**src/inc/period_match_timer8_pkg.sv**
```systemverilog
/*
 Constants, field layouts and carrier types of the 8-bit period match timer.
 Assumes a single 40 MHz clock that also serves as the instruction clock.
*/
package period_match_timer8_pkg;

    // ------------------------------------------------------------
    // Register indices (byte address is four times the index)
    // ------------------------------------------------------------
    localparam int ADDR_W = 10;
    localparam logic [7:0] IDX_FLAGS = 8'h0C;
    localparam logic [7:0] IDX_COUNT = 8'h11;
    localparam logic [7:0] IDX_CONTROL = 8'h12;
    localparam logic [7:0] IDX_ENABLES = 8'h8C;
    localparam logic [7:0] IDX_PERIOD = 8'h92;
    localparam logic [7:0] IDX_STATUS = 8'hC0;
    localparam logic [7:0] IDX_MASK = 8'hC1;

    // ------------------------------------------------------------
    // Reset values and field positions
    // ------------------------------------------------------------
    localparam logic [7:0] RST_COUNT = 8'h00;
    localparam logic [7:0] RST_PERIOD = 8'hFF;
    localparam logic [6:0] RST_CONTROL = 7'h00;
    localparam logic RST_FLAG = 1'h0;
    localparam logic [1:0] RST_STATUS = 2'h0;
    localparam int MATCH_FLAG_BIT = 1;
    localparam int STAT_MATCH_BIT = 0;
    localparam int STAT_POST_BIT = 1;

    // ------------------------------------------------------------
    // Prescaler terminal counts and bus responses
    // ------------------------------------------------------------
    localparam logic [3:0] PRE_LAST_1 = 4'h0;
    localparam logic [3:0] PRE_LAST_4 = 4'h3;
    localparam logic [3:0] PRE_LAST_16 = 4'hF;
    localparam logic [1:0] RESP_OKAY = 2'h0;
    localparam logic [1:0] RESP_SLVERR = 2'h2;

    // ------------------------------------------------------------
    // Types
    // ------------------------------------------------------------
    typedef struct packed {
        logic [3:0] postscale;
        logic run;
        logic [1:0] prescale;
    } control_t;

    typedef struct packed {
        logic [7:0] count;
        logic periodMatch;
    } pwm_link_t;

    typedef enum logic {
        WR_COLLECT = 1'b0,
        WR_RESPOND = 1'b1
    } wr_state_t;

    typedef enum logic {
        RD_IDLE = 1'b0,
        RD_RESPOND = 1'b1
    } rd_state_t;

endpackage

```
**src/period_match_timer8.sv**
```systemverilog
/*
 8-bit period match timer with prescaler, postscaler, interrupt flag,
 AXI4-Lite register slave and links to the serial port and PWM unit.
 Assumes one clock, synchronous active-high reset, one access per channel.
*/
// Added by the designer: the AXI4-Lite interface to the registers.
`timescale 1ns/1ps
module period_match_timer8 (
    input wire logic clock,
    input wire logic sys_rst,
    input wire logic awvalid,
    output logic awready,
    input wire logic [period_match_timer8_pkg::ADDR_W-1:0] awaddr,
    input wire logic wvalid,
    output logic wready,
    input wire logic [31:0] wdata,
    input wire logic [3:0] wstrb,
    output logic bvalid,
    input wire logic bready,
    output logic [1:0] bresp,
    input wire logic arvalid,
    output logic arready,
    input wire logic [period_match_timer8_pkg::ADDR_W-1:0] araddr,
    output logic rvalid,
    input wire logic rready,
    output logic [31:0] rdata,
    output logic [1:0] rresp,
    output logic irq,
    output logic sspShiftClock,
    output period_match_timer8_pkg::pwm_link_t pwmLink
);

    // ------------------------------------------------------------
    // Address helpers
    // ------------------------------------------------------------
    function automatic logic [7:0] toIndex(
        input logic [period_match_timer8_pkg::ADDR_W-1:0] addr
    );
        toIndex = addr[period_match_timer8_pkg::ADDR_W-1:2];
    endfunction

    function automatic logic isMapped(input logic [7:0] idx);
        isMapped = (idx == period_match_timer8_pkg::IDX_FLAGS)
            || (idx == period_match_timer8_pkg::IDX_COUNT)
            || (idx == period_match_timer8_pkg::IDX_CONTROL)
            || (idx == period_match_timer8_pkg::IDX_ENABLES)
            || (idx == period_match_timer8_pkg::IDX_PERIOD)
            || (idx == period_match_timer8_pkg::IDX_STATUS)
            || (idx == period_match_timer8_pkg::IDX_MASK);
    endfunction

    // ------------------------------------------------------------
    // Declarations
    // ------------------------------------------------------------
    period_match_timer8_pkg::wr_state_t wrState_reg;
    period_match_timer8_pkg::wr_state_t wrState_next;
    period_match_timer8_pkg::rd_state_t rdState_reg;
    period_match_timer8_pkg::rd_state_t rdState_next;
    logic awHeld_reg;
    logic awHeld_next;
    logic wHeld_reg;
    logic wHeld_next;
    logic [7:0] wrIdx_reg;
    logic [7:0] wrIdx_next;
    logic [7:0] wrData_reg;
    logic [7:0] wrData_next;
    logic wrLane_reg;
    logic wrLane_next;
    logic [1:0] bresp_reg;
    logic [1:0] bresp_next;
    logic [31:0] rdata_reg;
    logic [31:0] rdata_next;
    logic [1:0] rresp_reg;
    logic [1:0] rresp_next;

    logic [7:0] count_reg;
    logic [7:0] count_next;
    logic [7:0] period_reg;
    logic [7:0] period_next;
    period_match_timer8_pkg::control_t control_reg;
    period_match_timer8_pkg::control_t control_next;
    logic matchPulse_reg;
    logic matchPulse_next;
    logic flag_reg;
    logic flag_next;
    logic enable_reg;
    logic enable_next;
    logic [1:0] status_reg;
    logic [1:0] status_next;
    logic [1:0] mask_reg;
    logic [1:0] mask_next;

    logic wrFire;
    logic countWr;
    logic controlWr;
    logic periodWr;
    logic flagsWr;
    logic enablesWr;
    logic maskWr;
    logic rdFire;
    logic [7:0] rdIdx;
    logic statusRd;
    logic preClear;
    logic tick;
    logic atPeriod;
    logic rollOver;
    logic postEvent;

    // ------------------------------------------------------------
    // Write channel
    // ------------------------------------------------------------
    // Address and data are taken in either order, then written together.
    assign awready = !awHeld_reg && (wrState_reg == period_match_timer8_pkg::WR_COLLECT);
    assign wready = !wHeld_reg && (wrState_reg == period_match_timer8_pkg::WR_COLLECT);
    assign bvalid = (wrState_reg == period_match_timer8_pkg::WR_RESPOND);
    assign bresp = bresp_reg;
    assign wrFire = (wrState_reg == period_match_timer8_pkg::WR_COLLECT)
        && awHeld_reg && wHeld_reg;

    always_comb begin
        wrState_next = wrState_reg;
        awHeld_next = awHeld_reg;
        wHeld_next = wHeld_reg;
        wrIdx_next = wrIdx_reg;
        wrData_next = wrData_reg;
        wrLane_next = wrLane_reg;
        bresp_next = bresp_reg;
        case (wrState_reg)
            period_match_timer8_pkg::WR_COLLECT: begin
                if (awvalid && awready) begin
                    awHeld_next = 1'b1;
                    wrIdx_next = toIndex(awaddr);
                end
                if (wvalid && wready) begin
                    wHeld_next = 1'b1;
                    wrData_next = wdata[7:0];
                    wrLane_next = wstrb[0];
                end
                if (wrFire) begin
                    awHeld_next = 1'b0;
                    wHeld_next = 1'b0;
                    wrState_next = period_match_timer8_pkg::WR_RESPOND;
                    bresp_next = isMapped(wrIdx_reg)
                        ? period_match_timer8_pkg::RESP_OKAY
                        : period_match_timer8_pkg::RESP_SLVERR;
                end
            end
            period_match_timer8_pkg::WR_RESPOND: begin
                if (bready) begin
                    wrState_next = period_match_timer8_pkg::WR_COLLECT;
                end
            end
            default: begin
                wrState_next = period_match_timer8_pkg::WR_COLLECT;
            end
        endcase
    end

    always_ff @(posedge clock) begin
        if (sys_rst) begin
            wrState_reg <= period_match_timer8_pkg::WR_COLLECT;
            awHeld_reg <= 1'b0;
            wHeld_reg <= 1'b0;
            wrIdx_reg <= 8'h00;
            wrData_reg <= 8'h00;
            wrLane_reg <= 1'b0;
            bresp_reg <= period_match_timer8_pkg::RESP_OKAY;
        end else begin
            wrState_reg <= wrState_next;
            awHeld_reg <= awHeld_next;
            wHeld_reg <= wHeld_next;
            wrIdx_reg <= wrIdx_next;
            wrData_reg <= wrData_next;
            wrLane_reg <= wrLane_next;
            bresp_reg <= bresp_next;
        end
    end

    // Byte lane 0 carries every register; other lanes are ignored.
    assign countWr = wrFire && wrLane_reg
        && (wrIdx_reg == period_match_timer8_pkg::IDX_COUNT);
    assign controlWr = wrFire && wrLane_reg
        && (wrIdx_reg == period_match_timer8_pkg::IDX_CONTROL);
    assign periodWr = wrFire && wrLane_reg
        && (wrIdx_reg == period_match_timer8_pkg::IDX_PERIOD);
    assign flagsWr = wrFire && wrLane_reg
        && (wrIdx_reg == period_match_timer8_pkg::IDX_FLAGS);
    assign enablesWr = wrFire && wrLane_reg
        && (wrIdx_reg == period_match_timer8_pkg::IDX_ENABLES);
    assign maskWr = wrFire && wrLane_reg
        && (wrIdx_reg == period_match_timer8_pkg::IDX_MASK);

    // ------------------------------------------------------------
    // Read channel
    // ------------------------------------------------------------
    assign arready = (rdState_reg == period_match_timer8_pkg::RD_IDLE);
    assign rvalid = (rdState_reg == period_match_timer8_pkg::RD_RESPOND);
    assign rdata = rdata_reg;
    assign rresp = rresp_reg;
    assign rdFire = arvalid && arready;
    assign rdIdx = toIndex(araddr);
    assign statusRd = rdFire && (rdIdx == period_match_timer8_pkg::IDX_STATUS);

    always_comb begin
        rdState_next = rdState_reg;
        rdata_next = rdata_reg;
        rresp_next = rresp_reg;
        case (rdState_reg)
            period_match_timer8_pkg::RD_IDLE: begin
                if (rdFire) begin
                    rdState_next = period_match_timer8_pkg::RD_RESPOND;
                    rresp_next = period_match_timer8_pkg::RESP_OKAY;
                    rdata_next = 32'h0000_0000;
                    case (rdIdx)
                        period_match_timer8_pkg::IDX_FLAGS: begin
                            rdata_next[period_match_timer8_pkg::MATCH_FLAG_BIT] = flag_reg;
                        end
                        period_match_timer8_pkg::IDX_COUNT: begin
                            rdata_next[7:0] = count_reg;
                        end
                        period_match_timer8_pkg::IDX_CONTROL: begin
                            rdata_next[6:0] = control_reg;
                        end
                        period_match_timer8_pkg::IDX_ENABLES: begin
                            rdata_next[period_match_timer8_pkg::MATCH_FLAG_BIT] = enable_reg;
                        end
                        period_match_timer8_pkg::IDX_PERIOD: begin
                            rdata_next[7:0] = period_reg;
                        end
                        period_match_timer8_pkg::IDX_STATUS: begin
                            rdata_next[1:0] = status_reg;
                        end
                        period_match_timer8_pkg::IDX_MASK: begin
                            rdata_next[1:0] = mask_reg;
                        end
                        default: begin
                            rresp_next = period_match_timer8_pkg::RESP_SLVERR;
                        end
                    endcase
                end
            end
            period_match_timer8_pkg::RD_RESPOND: begin
                if (rready) begin
                    rdState_next = period_match_timer8_pkg::RD_IDLE;
                end
            end
            default: begin
                rdState_next = period_match_timer8_pkg::RD_IDLE;
            end
        endcase
    end

    always_ff @(posedge clock) begin
        if (sys_rst) begin
            rdState_reg <= period_match_timer8_pkg::RD_IDLE;
            rdata_reg <= 32'h0000_0000;
            rresp_reg <= period_match_timer8_pkg::RESP_OKAY;
        end else begin
            rdState_reg <= rdState_next;
            rdata_reg <= rdata_next;
            rresp_reg <= rresp_next;
        end
    end

    // ------------------------------------------------------------
    // Timer core
    // ------------------------------------------------------------
    // count or control write restarts both dividers
    assign preClear = countWr || controlWr;

    prescale_divider u_prescale (
        .clock(clock),
        .sys_rst(sys_rst),
        .clearCount(preClear),
        .run(control_reg.run),
        .select(control_reg.prescale),
        .tick(tick)
    );

    assign atPeriod = (count_reg == period_reg);
    assign rollOver = tick && atPeriod && !countWr;

    always_comb begin
        count_next = count_reg;
        period_next = period_reg;
        control_next = control_reg;
        matchPulse_next = 1'b0;
        // software write wins over a tick
        if (countWr) begin
            count_next = wrData_reg;
        end else if (tick) begin
            if (atPeriod) begin
                count_next = 8'h00;
                matchPulse_next = 1'b1;
            end else begin
                count_next = count_reg + 8'h01;
            end
        end
        if (controlWr) begin
            control_next = wrData_reg[6:0];
        end
        if (periodWr) begin
            period_next = wrData_reg;
        end
    end

    always_ff @(posedge clock) begin
        if (sys_rst) begin
            count_reg <= period_match_timer8_pkg::RST_COUNT;
            period_reg <= period_match_timer8_pkg::RST_PERIOD;
            control_reg <= period_match_timer8_pkg::RST_CONTROL;
            matchPulse_reg <= 1'b0;
        end else begin
            count_reg <= count_next;
            period_reg <= period_next;
            control_reg <= control_next;
            matchPulse_reg <= matchPulse_next;
        end
    end

    postscale_divider u_postscale (
        .clock(clock),
        .sys_rst(sys_rst),
        .clearCount(preClear),
        .matchIn(rollOver),
        .select(control_reg.postscale),
        .eventOut(postEvent)
    );

    // ------------------------------------------------------------
    // Outputs to the serial port and PWM unit
    // ------------------------------------------------------------
    // pre-postscaler match pulse
    assign sspShiftClock = matchPulse_reg;
    assign pwmLink.count = count_reg;
    assign pwmLink.periodMatch = matchPulse_reg;

    // ------------------------------------------------------------
    // Interrupt flags, enables, sticky status and mask
    // ------------------------------------------------------------
    always_comb begin
        flag_next = flag_reg;
        enable_next = enable_reg;
        status_next = status_reg;
        mask_next = mask_reg;
        if (flagsWr) begin
            flag_next = wrData_reg[period_match_timer8_pkg::MATCH_FLAG_BIT];
        end
        if (postEvent) begin
            flag_next = 1'b1;
        end
        if (enablesWr) begin
            enable_next = wrData_reg[period_match_timer8_pkg::MATCH_FLAG_BIT];
        end
        if (maskWr) begin
            mask_next = wrData_reg[1:0];
        end
        // Read clears; a same-cycle event stays set
        if (statusRd) begin
            status_next = 2'h0;
        end
        if (rollOver) begin
            status_next[period_match_timer8_pkg::STAT_MATCH_BIT] = 1'b1;
        end
        if (postEvent) begin
            status_next[period_match_timer8_pkg::STAT_POST_BIT] = 1'b1;
        end
    end

    always_ff @(posedge clock) begin
        if (sys_rst) begin
            // flags and enables reset to zero
            flag_reg <= period_match_timer8_pkg::RST_FLAG;
            enable_reg <= period_match_timer8_pkg::RST_FLAG;
            status_reg <= period_match_timer8_pkg::RST_STATUS;
            mask_reg <= period_match_timer8_pkg::RST_STATUS;
        end else begin
            flag_reg <= flag_next;
            enable_reg <= enable_next;
            status_reg <= status_next;
            mask_reg <= mask_next;
        end
    end

    assign irq = (flag_reg && enable_reg) || (|(status_reg & mask_reg));

endmodule

```
**src/postscale_divider.sv**
```systemverilog
/*
 Postscaler for the period match timer: one event per select plus one matches.
 Assumes matchIn is a one-cycle pulse on the same clock.
*/
`timescale 1ns/1ps
module postscale_divider (
    input wire logic clock,
    input wire logic sys_rst,
    input wire logic clearCount,
    input wire logic matchIn,
    input wire logic [3:0] select,
    output logic eventOut
);
    logic [3:0] count_reg;
    logic [3:0] count_next;

    always_comb begin
        eventOut = matchIn && (count_reg == select);
        count_next = count_reg;
        if (clearCount) begin
            count_next = 4'h0;
        end else if (eventOut) begin
            count_next = 4'h0;
        end else if (matchIn) begin
            count_next = count_reg + 4'h1;
        end
    end

    always_ff @(posedge clock) begin
        if (sys_rst) begin
            count_reg <= 4'h0;
        end else begin
            count_reg <= count_next;
        end
    end
endmodule

```
**src/prescale_divider.sv**
```systemverilog
/*
 Prescaler for the period match timer: turns the clock into count ticks.
 Assumes the owner clears it on count or control writes.
*/
`timescale 1ns/1ps
module prescale_divider (
    input wire logic clock,
    input wire logic sys_rst,
    input wire logic clearCount,
    input wire logic run,
    input wire logic [1:0] select,
    output logic tick
);
    logic [3:0] count_reg;
    logic [3:0] count_next;
    logic [3:0] last;

    always_comb begin
        if (select[1]) begin
            last = period_match_timer8_pkg::PRE_LAST_16;
        end else if (select[0]) begin
            last = period_match_timer8_pkg::PRE_LAST_4;
        end else begin
            last = period_match_timer8_pkg::PRE_LAST_1;
        end
        tick = run && (count_reg == last);
        count_next = count_reg;
        if (clearCount) begin
            count_next = 4'h0;
        end else if (tick) begin
            count_next = 4'h0;
        end else if (run) begin
            count_next = count_reg + 4'h1;
        end
    end

    always_ff @(posedge clock) begin
        if (sys_rst) begin
            count_reg <= 4'h0;
        end else begin
            count_reg <= count_next;
        end
    end
endmodule

```
**config.mk**
```make
export PLATFORM = sky130hd
export DESIGN_NAME = period_match_timer8
export DESIGN_NICKNAME = d
export VERILOG_FILES = /design/src/inc/period_match_timer8_pkg.sv /design/src/period_match_timer8.sv /design/src/postscale_divider.sv /design/src/prescale_divider.sv
export SDC_FILE = /design/constraint.sdc
export NUM_CORES = 1
export LEC_CHECK = 0
export ABC_AREA = 1
export BUFFER_PORTS_ARGS = -buffer_cell sky130_fd_sc_hd__clkbuf_2
export CAP_MARGIN = 10
export CELL_PAD_IN_SITES_DETAIL_PLACEMENT = 1
export CELL_PAD_IN_SITES_GLOBAL_PLACEMENT = 2
export CORE_MARGIN = 5
export CORE_UTILIZATION = 25
export DETAILED_ROUTE_END_ITERATION = 8
export PLACE_DENSITY_LB_ADDON = 0.1
export SYNTH_ARGS = -nofsm -noshare
export SYNTH_HDL_FRONTEND = slang
export SYNTH_SLANG_ARGS = --single-unit
export TNS_END_PERCENT = 1
```
**constraint.sdc**
```tcl
create_clock -name clock -period 1.3 [get_ports clock]
set_input_delay 0.325 -clock clock [delete_from_list [all_inputs] [get_ports clock]]
set_output_delay 0.325 -clock clock [all_outputs]
set_load 0.1 [all_outputs]
```
==> reports/metrics.cfg, run 1 <==
[synthesis]
synth_warnings=0
synthArstFlopShare_pct=0
synth_seq_area_share_pct=35.90
synth_area_mm2=0.003847
yosys.area.top_type=dfxtp_1
yosysTopAreaCellShare_pct=35.90
synth-seq-cells=69
synthCells=551
avgSynthCellArea_um2=6.983
dominantRegCellSynth=dfxtp_1
synth.area.top_cells=dfxtp_1 (36%), nand2_1 (12%), nor2_1 (7.6%)
synth_cell_types=36
synth_edf_count=0

[pwr]
p_per_area_mw_per_mm2=955.1
power_leakage_nw=2.789
p_int_w=0.003968
peakVddDrop_mv=0.5845
pwr-share-comb_pct=19.8
p_clk_share_pct=41.1
seq_power_share_pct=39.1
p_switching_w=0.001798
p_sw_share_pct=31.19

[detailed_routing]
dr_wl_met3_um=470
wl_per_cell_um=13.88
via_count=3988
initialDrtViolationCount=67
m1WireLength_um=5800
drt_pass1_iterations=4
avgViaCountPerCell=4.354
met2WireLength_um=6173
routed_wl_um=12710
top_layer=met4
drc_errors=0
ant_nets=0

[setup_path]
critPathCapture=irq
r2r_setup_slack_ps=-180
critical-path-max-stage-delay_ps=310
rr_worst_depth=9
cp.required_ps=980
cp_max_fo=2
cpMaxStageDelayCell=dfxtp_1
path_cells=inv_1, o211ai_1, buf_12
cp-startpoint=flag_reg
worst_r2r_endpoint=control_reg[1]
cp.depth=3
critPathTopFamily=flip-flops
crit_type=reg2out
r2r-start=awHeld_reg
arrival_ps=1170
worstSetupEndpointType=output pin
path_buf_inv=2
start_kind=flip-flop

[timing]
setup_slack_ps=-194.7
hold_viol_final=0
fin_crit_sh_pct=115.0
post-route-min-period_ps=1495
timing.hold.ws_ps=226.9
setup_viol=45
fmax_ghz=0.6690
worst_clock_skew_ps=4.410
slew_violations=0
rsz0062_at_grt=yes

[global_route]
gr-usage-all-layers_pct=14.21
overflow=0
grt_pass1_vias=4169
grt_pass1_wl_um=20440
antenna_found_initial=0
grt_start_max_net_pins=29

[floorplanning]
die_w_um=134.1
ios=115
fp.dieArea_mm2=0.01797
dieHeight_um=134.1
rows=45
core_mm2=0.01515
initial_core_util_pct=25.40

[worst_hold_path]
worst_hold_path_type=in2reg

[clock_tree]
holdBufCountCts=0
clk_pin_slew_ps=50
clockRootBuffer=clkbuf_16
cts_tree=yes
insertion_delay_ps=340
clockBufferDepth=2
cts.sinks=69
cts_made_buffers=9
htree_levels=3

[cells_and_area]
drive_gt1_share_pct=37.91
area_growth_pct=56.91
diodes=0
layout.nets=789
final_cells=916

[placement]
io_buffers=57
post-dp-hpwl_um=9917
dp.cells=889
gp_congestion=0.8066
pre_cts_ws_ps=-237.3

[flow_run]
cap_violations=0

[status]
status=finished, violations left
violations=negative setup slack

[layout by cell type (no fill, tap or decap), types with 22 or more instances in the layout]
cell type  instances
buf_12            29
conb_1            26
nand3_1           22
inv_1             52
o21ai_0           25
clkbuf_2          31
buf_4             96
dfxtp_1           51
nor2_1            68
a21oi_1           30
nand2_1          118
[per-stage QoR]
step	util [%]	TNS, ps	total power (W)	area, um2
after floorplan	-	-32850	0.003071	3966
after global placement	35.91	-5456	0.003391	5439
after detailed placement	35.91	-7008	0.003411	5439
after CTS	38.67	-4762	0.005840	5857
after global routing	39.86	-8338	0.006019	6037
final	39.86	-4332	0.005766	6037
[cell usage after synthesis, drive strengths merged (2+ instances only)]
library cell,number
dfxtp,69
a21oi,39
nor2,87
nand2,132
nor3,5
o211ai,14
inv,66
buf,32
nand3,27
clkbuf,7
xnor2,7
nand4,12
xor2,5
o221ai,2
ha,3
o21ai,41
[worst min-delay path, stage by stage]
cell      delay, ps
clkbuf_2         70
o21ai_1          60
nor2_1           70
[layout make-up]
cell class	instances	area (um2)
flip-flops and latches	69	1421
repair buffers	174	1663
fillers	1850	9109
well taps	188	235.2
clock inverters	1	5.005
multi-input cells	403	2168
clock buffers	15	277.8
inverters	66	266.5
[worst min-delay path by stage]
stage / startpoint / end / slack [ps] / cells past startpoint
floorplan: sys_rst / count_reg[7] / 390 / 1
global placement: enable_reg / enable_reg / 460 / 2
detailed placement: enable_reg / enable_reg / 470 / 2
CTS: wdata[4] / wrData_reg[4] / 230 / 3
global route: awaddr[5] / wrIdx_reg[3] / 250 / 3
finish: wdata[7] / wrData_reg[7] / 230 / 3
[routing by layer]
layer	vias to the layer above	track usage [%]
met1	1833	17.43
met2	74	24.48
li1	2064	-
met3	17	2.851
met5	-	0
met4	0	5.600
[power groups by stage]
stage	clock network (W)	registers [W]	logic, W
3_5_place_dp	0	0.00230	0.00111
5_1_grt	0.00253	0.00226	0.00122
4_1_cts	0.00246	0.00225	0.00113
6_report	0.00237	0.00225	0.00114
2_1_floorplan	0	0.00237	0.000701
3_3_place_gp	0	0.00230	0.00109
[timing repair]
action | 4_1_cts | 5_1_grt
buffers inserted | 1 | 11
gates cloned | 0 | 1
endpoints found under the setup margin | 54 | 72
gates resized for setup | 51 | 38
pin swaps | 7 | 21
[cell families after synthesis]
group / count (synthesis) / share of synthesized area, %
and+or+nand+nor: 263 / 31.90
buffers and inverters: 105 / 13.50
AOI/OAI and AO/OA: 98 / 14.89
DFF: 69 / 35.90
xor gates and xnor gates: 12 / 2.732
adders and majority gates: 3 / 0.9757
other: 1 / 0.09747
Power figures use the tool's default switching activity.
==> run 2: changes to the inputs <==
--- a/config.mk
+++ b/config.mk
@@ -17,4 +17,3 @@
 export SYNTH_ARGS = -nofsm -noshare
 export SYNTH_HDL_FRONTEND = slang
 export SYNTH_SLANG_ARGS = --single-unit
-export TNS_END_PERCENT = 1
==> reports/metrics.cfg, run 2 (synthesis results as in run 1) <==
[timing]
slew_violations=0  ; unchanged
setup_viol=48  ; was 45
timing.hold.ws_ps=219.1  ; was 226.9 ps
post-route-min-period_ps=1494  ; was 1495 ps
rsz0062_at_grt=yes  ; unchanged
worst_clock_skew_ps=5.495  ; was 4.410 ps
fmax_ghz=0.6692  ; was 0.6690 GHz
fin_crit_sh_pct=114.9  ; was 115.0%
hold_viol_final=0  ; unchanged
setup_slack_ps=-194.2  ; was -194.7 ps

[pwr]
seq_power_share_pct=37.9  ; was 39.1%
p_int_w=0.004072  ; was 0.003968 W
p_sw_share_pct=31.63  ; was 31.19%
p_switching_w=0.001884  ; was 0.001798 W
pwr-share-comb_pct=21.2  ; was 19.8%
p_per_area_mw_per_mm2=898.3  ; was 955.1 mW/mm2
p_clk_share_pct=40.9  ; was 41.1%
peakVddDrop_mv=0.5350  ; was 0.5845 mV
power_leakage_nw=2.943  ; was 2.789 nW

[worst_hold_path]
hold_path_depth=3  ; unchanged
hp-start=wdata[6]  ; was wdata[7]
worst_hold_path_type=in2reg  ; unchanged

[clock_tree]
cts_tree=yes  ; unchanged
htree_levels=3  ; unchanged
insertion_delay_ps=340  ; about the same
clockRootBuffer=clkbuf_16  ; unchanged
cts.sinks=69  ; unchanged
holdBufCountCts=0  ; unchanged
clockBufferDepth=2  ; unchanged
clk_pin_slew_ps=60  ; was 50 ps
cts_made_buffers=9  ; unchanged

[placement]
io_buffers=57  ; unchanged
gp_congestion=0.7308  ; was 0.8066
post-dp-hpwl_um=10040  ; was 9917 um
dp.cells=887  ; was 889

[floorplanning]
core_mm2=0.01515  ; unchanged
rows=45  ; unchanged
die_w_um=134.1  ; unchanged
ios=115  ; unchanged
initial_core_util_pct=25.40  ; unchanged
fp.dieArea_mm2=0.01797  ; unchanged
dieHeight_um=134.1  ; unchanged

[global_route]
overflow=0  ; unchanged
grt_pass1_vias=4469  ; was 4169
busiest_layer=met2  ; unchanged
antenna_found_initial=0  ; unchanged
grt_pass1_wl_um=22310  ; was 20440 um
gr-usage-all-layers_pct=15.57  ; was 14.21%
grt_start_max_net_pins=40  ; was 29
met1_usage_pct=19.21  ; was 17.43%
grtUsageMet3_pct=2.551  ; was 2.851%
grtUsageMet2_pct=27.48  ; was 24.48%

[detailed_routing]
initialDrtViolationCount=103  ; was 67
wl_per_cell_um=14.33  ; was 13.88 um
drc_errors=0  ; unchanged
avgViaCountPerCell=4.391  ; was 4.354
routed_wl_um=13380  ; was 12710 um
ant_nets=0  ; unchanged
via_count=4101  ; was 3988
drt_pass1_iterations=4  ; unchanged

[setup_path]
crit_type=reg2out  ; unchanged
worstSetupEndpointType=output pin  ; unchanged
arrival_ps=1170  ; about the same
r2r-start=wrIdx_reg[2]  ; was awHeld_reg
start_kind=flip-flop  ; unchanged
cp-startpoint=flag_reg  ; unchanged
critical-path-max-stage-delay_ps=300  ; was 310 ps
path_cells=inv_1, o211ai_1, buf_12  ; unchanged
cp.required_ps=980  ; about the same
critPathTopFamily=flip-flops  ; unchanged
cp_max_fo=2  ; unchanged
rr_worst_depth=8  ; was 9
cpMaxStageDelayCell=dfxtp_1  ; unchanged
path_buf_inv=2  ; unchanged
cp.depth=3  ; unchanged

[status]
violations=negative setup slack  ; unchanged
status=finished, violations left  ; unchanged

[cells_and_area]
layout.nets=807  ; was 789
nFillCells=1809  ; was 1850
area_growth_pct=72.33  ; was 56.91%
seq_area_mm2=0.001446  ; was 0.001421 mm2
diodes=0  ; unchanged
mostFrequentLayoutCell=nand2_1  ; unchanged
layout_common_cells=nand2_1 (102), buf_4 (96), nor2_1 (62)  ; was nand2_1 (118), buf_4 (96), nor2_1 (68)
multi_input_area_mm2=0.002497  ; was 0.002168 mm2
drive_gt1_share_pct=50.40  ; was 37.91%
final_cells=934  ; was 916

[flow_run]
cap_violations=0  ; unchanged

run 2: changes by cell type in the layout (fill, tap and decap cells not counted), moves of 7 or more:
cell	previous run	this run
inv_1	52	36
nand2_1	118	102
o21ai_0	25	9
buf_6	17	31
a21oi_1	30	18
a21oi_2	9	21
inv_2	11	22
nand3_1	22	11
dfxtp_1	51	41
nand2_2	11	21
o21ai_2	4	12
o21ai_1	12	19
run 2: worst paths after layout:
check        slack (ps)                        to
min reg2reg         500                  rdata[4]
min                 220             wrData_reg[6]
max reg2reg        -150  u_postscale.count_reg[0]
max                -190                       irq
run 2: worst min-delay path, delay by kind of cell:
family | cells | cell delay (ps)
and+or+nand+nor | 1 | 70
AOI/OAI and AO/OA | 1 | 60
buffers and inverters | 1 | 70
run 2: area by class of cell:
cell class | count | area share (%)
multi-input cells | 404 | 37.67
repair buffers | 190 | 28.25
flip-flops and latches | 69 | 21.82
clock buffers | 16 | 4.397
inverters | 66 | 4.227
well taps | 188 | 3.548
repair inverters | 1 | 0.09436
run 2: layer usage:
metal  share of wire, %  wire, um
met1                 45      5961
met2                 50      6714
met3                3.6       483
met4                1.7       224
met5                  0         0
run 2: through the flow:
stage	area, um2	worst slack (ps)	power (W)	util [%]	TNS, ps
3_3_place_gp	5582	-230.7	0.003401	36.85	-6193
2_1_floorplan	4129	-836.0	0.003097	-	-16800
6_report	6630	-194.2	0.005956	43.78	-4583
4_1_cts	6379	-236.7	0.005975	42.11	-5154
3_5_place_dp	5582	-254.7	0.003421	36.85	-7403
5_1_grt	6630	-265.1	0.006212	43.78	-8148
run 2: power groups by stage:
stage               logic, W  registers, W  clock network [W]
floorplan           0.000745       0.00235                  0
global placement     0.00112       0.00228                  0
detailed placement   0.00113       0.00229                  0
CTS                  0.00122       0.00225            0.00250
global route         0.00134       0.00227            0.00260
finish               0.00126       0.00226            0.00243
run 2: timing repair:
action / in CTS / in global routing
gates resized for setup: 89 / 65
endpoints found under the setup margin: 52 / 71
buffers inserted: 20 / 13
pin swaps: 50 / 49
gates cloned: 4 / 0
==> run 3: changes to the inputs <==
--- a/config.mk
+++ b/config.mk
@@ -10,9 +10,11 @@
 export CAP_MARGIN = 10
 export CELL_PAD_IN_SITES_DETAIL_PLACEMENT = 1
 export CELL_PAD_IN_SITES_GLOBAL_PLACEMENT = 2
+export CORE_ASPECT_RATIO = 0.9
 export CORE_MARGIN = 5
-export CORE_UTILIZATION = 25
+export CORE_UTILIZATION = 30
 export DETAILED_ROUTE_END_ITERATION = 8
+export GPL_TIMING_DRIVEN = 0
 export PLACE_DENSITY_LB_ADDON = 0.1
 export SYNTH_ARGS = -nofsm -noshare
 export SYNTH_HDL_FRONTEND = slang
==> constraint.sdc (replaced) <==
create_clock -name clock -period 1.9 [get_ports clock]
set_input_delay 0.475 -clock clock [delete_from_list [all_inputs] [get_ports clock]]
set_output_delay 0.475 -clock clock [all_outputs]
set_load 0.1 [all_outputs]
==> reports/metrics.cfg, run 3 (synthesis results as in run 1) <==
[status]
status=complete, no violations  ; was finished, violations left

[pwr]
p_per_area_mw_per_mm2=870.8  ; was 898.3 mW/mm2
peakVddDrop_mv=0.5769  ; was 0.5350 mV
power_leakage_nw=2.241  ; was 2.943 nW

[setup_path]
cp-startpoint=wHeld_reg  ; was flag_reg
crit_type=reg2out  ; unchanged
start_kind=flip-flop  ; unchanged
path_cells=nor2_4, clkbuf_2  ; was inv_1, o211ai_1, buf_12
arrival_ps=1290  ; was 1170 ps
r2r-start=control_reg[2]  ; was wrIdx_reg[2]
cpMaxStageDelayCell=clkbuf_2  ; was dfxtp_1
worstSetupEndpointType=output pin  ; unchanged
critical-path-max-stage-delay_ps=460  ; was 300 ps
cp_max_fo=3  ; was 2
cp.required_ps=1420  ; was 980 ps

[timing]
slew_headroom_pct=56.75
worstMarginPinSlew_ps=648.8
post-route-min-period_ps=1761
hold_viol_final=0  ; unchanged
worst_clock_skew_ps=8.163  ; was 5.495 ps
setup_viol=0  ; was 48
rsz0062_at_grt=no  ; was yes
fin_crit_sh_pct=92.68
fmax_ghz=0.5679
slew_violations=0  ; unchanged

[clock_tree]
cts_made_buffers=9  ; unchanged
holdBufCountCts=0  ; unchanged
insertion_delay_ps=350  ; was 340 ps
cts_setup_buffers=0  ; was 20
cts.sinks=69  ; unchanged
clockBufferDepth=2  ; unchanged
htree_levels=3  ; unchanged
cts_tree=yes  ; unchanged
clk_pin_slew_ps=60  ; about the same
clockRootBuffer=clkbuf_16  ; unchanged
cts-resized-gates=1  ; was 89

[floorplanning]
rows=39  ; was 45
core_mm2=0.01264  ; was 0.01515 mm2
die_w_um=129.4  ; was 134.1 um
fp.dieArea_mm2=0.01519  ; was 0.01797 mm2
ios=115  ; unchanged
initial_core_util_pct=30.44  ; was 25.40%
dieHeight_um=117.4  ; was 134.1 um

[global_route]
grt_pass1_wl_um=19470  ; was 22310 um
grt_pass1_vias=3922  ; was 4469
overflow=0  ; unchanged
grt_start_max_net_pins=13  ; was 40
antenna_found_initial=0  ; unchanged
gr-usage-all-layers_pct=16.20  ; was 15.57%

[detailed_routing]
wl_per_cell_um=14.28  ; was 14.33 um
drc_errors=0  ; unchanged
avgViaCountPerCell=4.522  ; was 4.391
routed_wl_um=11610  ; was 13380 um
m1WireLength_um=5680  ; was 5961 um
top_layer=met4  ; unchanged
ant_nets=0  ; unchanged
dr_wl_met3_um=589  ; was 483 um
initialDrtViolationCount=112  ; was 103
met2WireLength_um=5193  ; was 6714 um
via_count=3676  ; was 4101
drt_pass1_iterations=4  ; unchanged

[cells_and_area]
layout.nets=710  ; was 807
final_cells=813  ; was 934
drive_gt1_share_pct=24.96  ; was 50.40%
mostFrequentLayoutCell=nand2_1  ; unchanged
area_growth_pct=25.66  ; was 72.33%
diodes=0  ; unchanged
fin_area_mm2=0.004835  ; was 0.006630 mm2
layout_common_cells=nand2_1 (125), nor2_1 (76), dfxtp_1 (58)  ; was nand2_1 (102), buf_4 (96), nor2_1 (62)
nFillCells=1615  ; was 1809

[worst_hold_path]
worst_hold_path_type=in2reg  ; unchanged
hp-start=awaddr[7]  ; was wdata[6]

[placement]
placedInstanceArea_mm2=0.004474  ; was 0.005582 mm2
post-dp-hpwl_um=9286  ; was 10040 um
io_buffers=57  ; unchanged
dp.cells=797  ; was 887
gp_congestion=0.8172  ; was 0.7308

[flow_run]
cap_violations=0  ; unchanged

==> run 3: report_power, final <==
part           internal (W)  switching (W)  total [W]  leakage [nW]
Clock               0.00136       0.000661    0.00202         0.176
Sequential          0.00149      0.0000575    0.00155         0.567
Combinational      0.000133       0.000508   0.000641          1.50
Total               0.00298        0.00123    0.00421          2.24
==> run 3: final cells by class <==
class	count	area [um2]	share of cell area [%]
flip-flops and latches	69	1398	28.91
clock inverters	5	105.1	2.174
well taps	164	205.2	4.244
inverters	66	256.5	5.305
plain buffers	39	266.5	5.512
multi-input cells	402	2063	42.68
clock buffers	11	252.7	5.228
repair buffers	57	287.8	5.952
==> run 3: final timing paths <==
kind	end	slack [ps]	depth (start not counted)
worst min register to register	rdata[1]	470	2
worst max-delay path	wready	140	2
worst min-delay path	wrIdx_reg[5]	380	3
worst max register to register	u_postscale.count_reg[3]	260	7
==> run 3: critical path: cells and delay by family, from the launching register on <==
family	cells	cell delay (ps)
flip-flops	1	360
buffers and inverters	1	460
AND/OR/NAND/NOR	1	130
==> run 3: metal layers <==
layer / track usage [%] / vias up
li1: - / 1907
met1: 21.81 / 1671
met2: 25.62 / 85
met3: 3.955 / 13
met4: 4.659 / 0
met5: 0 / -
==> run 3: stage by stage <==
| stage | setup TNS, ps | hold slack (ps) | setup slack, ps | total power [W] | utilization, % |
|---|---|---|---|---|---|
| after floorplan | -386.0 | 443.5 | -386.0 | 0.002103 | - |
| after global placement | 0 | 450.5 | 27.56 | 0.002216 | 35.40 |
| after detailed placement | 0 | 461.9 | 35.60 | 0.002228 | 35.40 |
| after CTS | 0 | 366.4 | 111.0 | 0.004280 | 38.25 |
| after global routing | 0 | 401.4 | 70.68 | 0.004376 | 38.25 |
| final | 0 | 380.3 | 139.0 | 0.004210 | 38.25 |
